--- src/logic/scpm_pkg.sv ---
// package for subsystem clock pin mode select
// assumes a single core_clk domain; selection bits come from cpu-side logic
// Operation
// start bit set, or start clear with ext select clear and pin enable set, puts the pins in resonator mode.
// start clear with ext select and pin enable both set gives external clock input on the second pin.
// after reset both pins are input ports until software picks a mode.
// with no subsystem clock in use both pins act as plain input ports.
// software keeps the three selection bits steady while the subsystem clock runs.
// software waits out oscillator stabilisation with a timer before using the clock.
// software starts no pin-clocked peripheral when only the subsystem clock runs or in stop mode.
// any other bit combination leaves both pins in input port mode.
package scpm_pkg;
    typedef enum logic [1:0] {
        SCPM_PORT,
        SCPM_RESONATOR,
        SCPM_EXT_CLOCK
    } scpm_mode_type;
    localparam logic SCPM_START_RESET  = 1'b0;
    localparam logic SCPM_EXTSEL_RESET = 1'b0;
    localparam logic SCPM_PINEN_RESET  = 1'b0;
    // pin levels are async; fewer stages risk metastable port data
    localparam int   SCPM_SYNC_STAGES  = 2;
endpackage : scpm_pkg

--- src/logic/scpm_top.sv ---
// pin mode selection for the two subsystem clock pins
// assumes selection bits are written by same-clock logic; pins are async
`timescale 1ns/1ps
module scpm_top (
    input  wire logic                   core_clk,
    input  wire logic                   srst,
    input  wire logic                   sub_osc_start_select,
    input  wire logic                   ext_sub_clock_select,
    input  wire logic                   sub_clock_pin_enable,
    input  wire logic                   sub_osc_input_pin,
    input  wire logic                   sub_osc_output_pin,
    output scpm_pkg::scpm_mode_type     pin_mode,
    output logic                        osc_enable,
    output logic                        ext_clock_enable,
    output logic                        sub_pin_port_a,
    output logic                        sub_pin_port_b,
    output logic                        sub_clock_in_use
);
    scpm_pkg::scpm_mode_type next_pin_mode;
    logic                    start_q;
    logic                    extsel_q;
    logic                    pinen_q;
    logic                    pin_a_synced;
    logic                    pin_b_synced;

    // bits held in flops so reset yields port mode regardless of inputs
    always_ff @(posedge core_clk) begin
        if (srst) begin
            start_q  <= scpm_pkg::SCPM_START_RESET;
            extsel_q <= scpm_pkg::SCPM_EXTSEL_RESET;
            pinen_q  <= scpm_pkg::SCPM_PINEN_RESET;
        end else begin
            start_q  <= sub_osc_start_select;
            extsel_q <= ext_sub_clock_select;
            pinen_q  <= sub_clock_pin_enable;
        end
    end

    always_comb begin
        if (start_q) begin
            next_pin_mode = scpm_pkg::SCPM_RESONATOR;
        end else if (pinen_q && !extsel_q) begin
            next_pin_mode = scpm_pkg::SCPM_RESONATOR;
        end else if (pinen_q && extsel_q) begin
            next_pin_mode = scpm_pkg::SCPM_EXT_CLOCK;
        end else begin
            next_pin_mode = scpm_pkg::SCPM_PORT;
        end
    end

    always_ff @(posedge core_clk) begin
        if (srst) begin
            pin_mode <= scpm_pkg::SCPM_PORT;
        end else begin
            pin_mode <= next_pin_mode;
        end
    end

    // pins are async: only the last sync stage feeds the port data
    scpm_sync #(
        .STAGES   (scpm_pkg::SCPM_SYNC_STAGES)
    ) sync_pin_a (
        .core_clk (core_clk),
        .srst     (srst),
        .async_in (sub_osc_input_pin),
        .sync_out (pin_a_synced)
    );

    scpm_sync #(
        .STAGES   (scpm_pkg::SCPM_SYNC_STAGES)
    ) sync_pin_b (
        .core_clk (core_clk),
        .srst     (srst),
        .async_in (sub_osc_output_pin),
        .sync_out (pin_b_synced)
    );

    // first pin port read gives zero only in resonator mode, when it carries the clock
    always_ff @(posedge core_clk) begin
        if (srst) begin
            sub_pin_port_a <= 1'b0;
        end else begin
            case (pin_mode)
                scpm_pkg::SCPM_PORT: begin
                    sub_pin_port_a <= pin_a_synced;
                end
                scpm_pkg::SCPM_EXT_CLOCK: begin
                    sub_pin_port_a <= pin_a_synced;
                end
                default: begin
                    sub_pin_port_a <= 1'b0;
                end
            endcase
        end
    end

    // second pin only reads as a port in plain port mode
    always_ff @(posedge core_clk) begin
        if (srst) begin
            sub_pin_port_b <= 1'b0;
        end else begin
            case (pin_mode)
                scpm_pkg::SCPM_PORT: begin
                    sub_pin_port_b <= pin_b_synced;
                end
                default: begin
                    sub_pin_port_b <= 1'b0;
                end
            endcase
        end
    end

    assign osc_enable       = (pin_mode == scpm_pkg::SCPM_RESONATOR);
    assign ext_clock_enable = (pin_mode == scpm_pkg::SCPM_EXT_CLOCK);
    assign sub_clock_in_use = osc_enable | ext_clock_enable;

    // select bits reach the mode two edges later: bit flop, then mode flop
    mode_start_a: assert property (@(posedge core_clk)
        disable iff (srst)
        sub_osc_start_select |-> ##2 osc_enable)
        else $error("start bit did not give resonator mode");

    mode_resonator_a: assert property (@(posedge core_clk)
        disable iff (srst)
        (!sub_osc_start_select && !ext_sub_clock_select
         && sub_clock_pin_enable) |-> ##2 osc_enable)
        else $error("pin enable alone did not give resonator mode");

    mode_ext_a: assert property (@(posedge core_clk)
        disable iff (srst)
        (!sub_osc_start_select && ext_sub_clock_select
         && sub_clock_pin_enable) |-> ##2 (ext_clock_enable && !osc_enable))
        else $error("external clock mode not entered");

    // second pin carries the clock, so its port read must stay low
    ext_port_a: assert property (@(posedge core_clk)
        disable iff (srst)
        ext_clock_enable |=> (sub_pin_port_b == 1'b0))
        else $error("second pin read as port in external mode");

    // latency of three edges assumes two sync stages
    ext_pass_a: assert property (@(posedge core_clk)
        disable iff (srst)
        ext_clock_enable [*3] |=>
        (sub_pin_port_a == $past(sub_osc_input_pin, 3)))
        else $error("first pin not read as port in external mode");

    res_port_a: assert property (@(posedge core_clk)
        disable iff (srst)
        osc_enable |=> (!sub_pin_port_a && !sub_pin_port_b))
        else $error("resonator pins read as port data");

    reset_port_a: assert property (@(posedge core_clk)
        srst |=> (pin_mode == scpm_pkg::SCPM_PORT && !sub_clock_in_use))
        else $error("pins not in port mode after reset");

    reset_data_a: assert property (@(posedge core_clk)
        srst |=> (!sub_pin_port_a && !sub_pin_port_b))
        else $error("port data not cleared by reset");

    port_pass_a: assert property (@(posedge core_clk)
        disable iff (srst)
        (pin_mode == scpm_pkg::SCPM_PORT) |=>
        (sub_pin_port_a == $past(pin_a_synced)))
        else $error("port data not passed in port mode");

    port_delay_a: assert property (@(posedge core_clk)
        disable iff (srst)
        (pin_mode == scpm_pkg::SCPM_PORT) [*3] |=>
        (sub_pin_port_a == $past(sub_osc_input_pin, 3)))
        else $error("first pin level late or lost in port mode");

    port_b_delay_a: assert property (@(posedge core_clk)
        disable iff (srst)
        (pin_mode == scpm_pkg::SCPM_PORT) [*3] |=>
        (sub_pin_port_b == $past(sub_osc_output_pin, 3)))
        else $error("second pin level late or lost in port mode");

    other_port_a: assert property (@(posedge core_clk)
        disable iff (srst)
        (!sub_osc_start_select && !sub_clock_pin_enable) |-> ##2
        (pin_mode == scpm_pkg::SCPM_PORT))
        else $error("unlisted combination left port mode");

    idle_clock_a: assert property (@(posedge core_clk)
        disable iff (srst)
        (!sub_osc_start_select && !sub_clock_pin_enable) |-> ##2
        !sub_clock_in_use)
        else $error("clock enabled by unlisted combination");

    // main scenarios: each mode, a return to port mode, a reset release
    cov_res_c: cover property (@(posedge core_clk) osc_enable);
    cov_ext_c: cover property (@(posedge core_clk) ext_clock_enable);
    cov_back_c: cover property (@(posedge core_clk)
        sub_clock_in_use ##1 !sub_clock_in_use);
    cov_port_c: cover property (@(posedge core_clk)
        pin_mode == scpm_pkg::SCPM_PORT && sub_pin_port_a);
    cov_reset_c: cover property (@(posedge core_clk) srst ##1 !srst);
endmodule : scpm_top

// synchroniser for one asynchronous pin level; depth is a parameter
module scpm_sync #(
    parameter int STAGES = scpm_pkg::SCPM_SYNC_STAGES
) (
    input  wire logic core_clk,
    input  wire logic srst,
    input  wire logic async_in,
    output logic      sync_out
);
    logic [STAGES-1:0] chain;

    // one stage would let a metastable level reach the port logic
    if (STAGES < 2) begin : g_depth_check
        $error("scpm_sync needs at least two stages");
    end

    always_ff @(posedge core_clk) begin
        if (srst) begin
            chain <= {STAGES{1'b0}};
        end else begin
            chain <= {chain[STAGES-2:0], async_in};
        end
    end

    // nothing outside the chain reads an early stage
    assign sync_out = chain[STAGES-1];
endmodule : scpm_sync

--- config.mk ---
export PLATFORM = sky130hd
export DESIGN_NAME = scpm_top
export DESIGN_NICKNAME = d
export VERILOG_FILES = /design/src/logic/scpm_pkg.sv /design/src/logic/scpm_top.sv
export SDC_FILE = /design/constraint.sdc
export NUM_CORES = 1
export LEC_CHECK = 0
export BUFFER_PORTS_ARGS = -buffer_cell sky130_fd_sc_hd__buf_2
export CORE_AREA = 5 5 42 44
export DETAILED_ROUTE_END_ITERATION = 6
export DIE_AREA = 0 0 47 49
export SLEW_MARGIN = 0
export SYNTH_ARGS = -nofsm -noshare
export SYNTH_HDL_FRONTEND = slang
export SYNTH_SLANG_ARGS = --single-unit
--- constraint.sdc ---
create_clock -name core_clk -period 2.4 [get_ports core_clk]
set_input_delay 0.36 -clock core_clk [delete_from_list [all_inputs] [get_ports core_clk]]
set_output_delay 0.36 -clock core_clk [all_outputs]
set_load 0.02 [all_outputs]
; ---- Word-level counts from Yosys, hierarchy flattened
; Index checks and enable logic that the tools add are counted.
; W data, S select, Z words.
[word_totals]
elab_cells = 25
in_bits = 7
output_inout_bits = 7
register_bits = 11
[op_classes]
n_mux = 3
eq_ne = 2
n_bitwise = 3
reduce_logical = 8
[op_table]
columns = op, count
row1 = $reduce_or A2 Y1, 3
row2 = $reduce_or A3 Y1, 1
row3 = $eq A2 B1 Y1 const B, 1
row4 = $eq A2 B2 Y1 const B, 1
row5 = $logic_and A1 B1 Y1, 2
row6 = $logic_not A2 Y1, 1
row7 = $mux W1, 2
row8 = $mux W2, 1
row9 = $not A1 Y1, 2
row10 = $logic_not A1 Y1, 1
row11 = $or A1 B1 Y1, 1

; ---- Depth between registers and ports, before layout
[logic_depth]
depth_word = 4
depth_mapped = 4
mapped_depth_nobuf = 4

; ---- Cells and area by module
; From an unflattened synthesis, not the netlist that was laid out.
[unflattened]
hier_cells = 32
area_unflattened_um2 = 361.6
[by_module_without_submodules]
columns = module, seq_area_each_um2, area_per_inst_um2, instances, cells_per_inst
row1 = scpm_top, 140.1, 256.5, 1, 24
row2 = scpm_sync, 40.0, 52.6, 2, 4

; ---- Least setup slack after synthesis
; OpenSTA, ideal clock, no wires.
[synth_path]
kind = reg2out
start = register pin_mode[0]
end = output port sub_clock_in_use
stages_incl_launch_ff = 3
t_required_ns = 2.040
n_path_buf = 0
setup_slack_ns = 1.131
t_arrival_ns = 0.909
cell_sequence = dfxtp_1 > inv_1 > ha_1
[synth_via]
elab_chain_cells = 2
elab_cells_between_ends = 3
cone_classes = eq/ne: 2 / bitwise: 1
[synth_rtl]
columns = element, line
row1 = start: declaration, scpm_top.sv:12  ; output scpm_pkg::scpm_mode_type pin_mode,
row2 = start signal: assignment, scpm_top.sv:53  ; pin_mode <= scpm_pkg::SCPM_PORT;
row3 = start signal: assignment, scpm_top.sv:55  ; pin_mode <= next_pin_mode;
row4 = $eq A2 B1 Y1 or $eq A2 B2 Y1 (tied branches), "scpm_top.sv:113, scpm_top.sv:114"
row5 = $or A1 B1 Y1 (*), scpm_top.sv:115  ; assign sub_clock_in_use = osc_enable | ext_clock_enable;
row6 = end: declaration, scpm_top.sv:17  ; output logic sub_clock_in_use
; Mark *: on every way between the ends. The rest lies on a longest branch, timed or not.

; ---- Worst setup path after layout
; Ends and elaborated chain as after synthesis.

==> impl.org <==
** Pwr
- Leak pwr :: around 0.22 nW
- For this design the total switching power over the nets is around 0.074 mW.
- Net Sw Frac :: a little over a fifth
- The worst-case IR drop observed on VDD is between 0.2 and 0.3 mV.
- Dividing total power by cell area gives a power density of just over 700 nW/um^2.
- Relative contribution of sequential cells to total power :: 56.6%
- Combinational Power Share :: 8.2%
- Internal power summed over all cells :: ~0.27 mW
- Proportion of power drawn by the clock network :: a little over a third

** STA
- Setup repair after global routing left no endpoint under its margin.
- Worst-Margin Slew :: a little under 0.2 ns
- For the final routed database, the setup TNS stands at 0 ns.
- Based on the critical path, the design can be clocked at up to 676 MHz.
- Clock Skews :: 0.00659 ns
- In the finished design, the share of the clock period the worst path needs comes to between 60 and 70%.
- Setup violations remaining at the end of the flow were counted as 0.
- The number of max-slew violations in the final report came to 0.
- Remaining max-slew budget at the tightest pin :: approximately 87%
- Clock period minus worst slack :: around 1.5 ns
- Final count of hold timing violations :: 0

** Logic synthesis
- Summing every instance area after synthesis gives between 300 and 400 um^2.
- The synthesized design contains 11 register bits.
- After Yosys synthesis, full adders, half adders and majority gates account for between 10 and 15% of the synthesized area.
- Multiplexer fraction of the synthesized cell area :: 0%
- Number of distinct library cell variants in the gate-level netlist after synthesis :: 11
- Synthesis produced a netlist whose cell count is 33.
- Number of warnings issued by yosys :: 0
- Area fraction in and, or, nand and nor cells after synthesis :: about a quarter
- For this run, the register share of the synthesized area comes to 59.1%.
- Counting every net in the synthesized netlist gives 43.
- In this run the biggest area consumer among cell types represents between 50% and 60% of the synthesized area.
- After synthesis, the largest family of logic cells by area is simple AND/OR/NAND/NOR gates.
- By area the synthesized netlist is led by sky130_fd_sc_hd__dfxtp_1 59%, sky130_fd_sc_hd__nor2b_1 12%, sky130_fd_sc_hd__ha_1 10%.
- Each instance of the synthesized netlist takes up on average about 11 um^2.
- Cell accounting for the most synthesized area :: sky130_fd_sc_hd__dfxtp_1
- Synth Area in Compound Gates :: about 1.3%
- Xor-xnor portion of the synthesized cell area :: 0%

** Global routing
- The total overflow left after global routing is 0.
- Antenna violations before repair :: 0
- Vias in the first global route :: 240
- Global routing usage summed across all routing layers :: under 10%
- The first global-routing pass estimated a little under 1000 um of wire.
- Maximum number of pins on one net before global-route repair :: 12

** Critical path
- The slowest stage of the critical path is the sky130_fd_sc_hd__dfxtp_1 cell.
- The worst setup path is launched from a register.
- Largest stage delay on the critical path :: 0.35 ns
- STA classifies the critical path endpoint as a primary output.
- In this run the worst path has a maximum fanout of 3.
- Crit path DAT :: between 1 and 1.5 ns
- By startpoint and endpoint, the worst setup path is classified as register to primary output.
- The cell family contributing the most delay on the critical path is flip-flops.
- The number of buffers and inverters on the critical path is 2.
- Critical path, cell by cell :: inv_1 -> ha_1 -> buf_2
- STA puts the critical path data required time at slightly above 2 ns.

** Run
- Max-cap violations in this run came to 0.

** Clocking
- Hold buffer count at CTS :: 0
- Max Buffers Root-to-Sink :: 2
- Clock-pin slew was measured on the worst setup and hold paths at around 0.070 ns.
- In this run the number of H-tree levels came out at 1.
- After clock tree synthesis, the setup repair step added 0 buffers.
- TritonCTS built the clock tree.
- The clock drives 11 sinks.
- Master cell of the clock root buffer :: sky130_fd_sc_hd__clkbuf_4
- Clk_lat worst skew :: 0.26 ns
- TritonCTS Buffers :: 3
- Post_cts resized :: 0

** Placement
- GPL Wtd Cong :: between 0.6 and 0.7
- After detailed placement, the total cell area comes to around 450 um^2.
- During placement, the flow inserted port buffers numbering 13.

** Routing
- Antenna-violating nets left :: 0
- After detailed routing, the number of remaining DRC violations is 0.
- Routed via count divided by cell count :: ~3.7
- First-pass iteration count of the detailed router :: 2
- The routed design has approximately 550 um of wire.
- Routed vias :: approximately 240
- For this block, the initial DRC count from the detailed router was 1.
- Routed length per placed instance :: approximately 8.4 um

** Layout
- Final standard cell utilization of the core :: roughly a third
- Post-layout net count :: 60
- Final standard cell area without fillers :: 473 um^2
- Of the cells placed in the final design, the portion with a size suffix greater than 1 is a little under two fifths.
- 0 antenna diodes ended up in the layout.
- Layout-stage area growth over the synthesis result :: 26.8%

** Min path
- The worst hold path belongs to the class input port to register.

** Die
- Once the floorplan was initialized, standard cells occupied 26.6% of the core.
- For this design the top-level I/O count stands at 14.
- The die is 47 um wide.
- Vertical die dimension :: between 40 and 50 um
- The floorplan has 14 rows.
- The die covers 2300 um^2.
- Core area :: 1400 um^2

** Outcome
- The flow ran to the end, and the final reports show no timing, DRC or antenna violations.
placed cells by master (no fill, tap or decap), drive strengths merged:
cell type,count
clkbuf,4
nor3,1
nor3b,1
a21oi,1
inv,3
nor2,2
ha,3
nand2,2
buf,13
nor2b,7
dfxtp,11
nand2b,1
power groups by stage:
| stage | clock [mW] | combinational (mW) | sequential [mW] |
|---|---|---|---|
| after floorplan | 0 | 0.0178 | 0.200 |
| after global placement | 0 | 0.0282 | 0.197 |
| after detailed placement | 0 | 0.0283 | 0.198 |
| after CTS | 0.130 | 0.0286 | 0.193 |
| after global routing | 0.140 | 0.0322 | 0.194 |
| final | 0.120 | 0.0278 | 0.193 |
synth_stat cells (all sizes together):
| cell | number |
|---|---|
| a21oi | 1 |
| nor2b | 7 |
| nor3 | 1 |
| nor2 | 2 |
| ha | 3 |
| inv | 3 |
| nor3b | 1 |
| dfxtp | 11 |
| buf | 1 |
| nand2 | 2 |
| nand2b | 1 |
final timing paths:
check / startpoint / endpoint / slack [ns] / cells after the start
worst max-delay path: pin_mode[0] / sub_clock_in_use / 0.92 / 3
worst min register to register: sync_pin_b.chain[1] / sub_pin_port_b / 0.42 / 2
worst min-delay path: sub_clock_pin_enable / pinen_q / 0.31 / 2
worst max register to register: pin_mode[0] / sub_pin_port_a / 1.48 / 4
metal layers:
| metal | up-vias | global-route usage, % | wire length, um |
|---|---|---|---|
| li1 | 130 | - | - |
| met1 | 95 | 6.50 | 202 |
| met2 | 13 | 8.60 | 270 |
| met3 | 0 | 5.54 | 74 |
| met4 | 0 | 5.53 | 0 |
| met5 | - | 0 | 0 |
metrics by stage:
stage                     setup slack [ns]  hold WS (ns)  power (mW)  cells
after global routing                 0.826         0.305       0.366     65
after CTS                            0.898         0.290       0.352     65
after global placement                1.23         0.406       0.226     61
after floorplan                       1.13         0.402       0.218     33
final                                0.922         0.308       0.341     65
after detailed placement              1.21         0.410       0.226     61
flip-flops by register name, summed over array words and instances, names as in the netlist:
signal            flops
extsel_q              1
sync_pin_b.chain      2
sub_pin_port_b        1
pin_mode              2
pinen_q               1
sub_pin_port_a        1
sync_pin_a.chain      2
start_q               1
cells by family (layout without fill, tap and decap cells):
family,Yosys count,after routing
and+or+nand+nor,14,14
AOI/OAI and AO/OA,1,1
buffers and inverters,4,20
DFF,11,11
adders and majority gates,3,3
layout make-up:
class	instances	area, um^2
inverters	3	11.3
well taps	16	20.0
flip-flops and latches	11	220
repair buffers	13	65.1
fillers	150	928
multi-input cells	18	130
clock buffers	4	26.3
No activity file was read; power rests on OpenSTA's default activity.
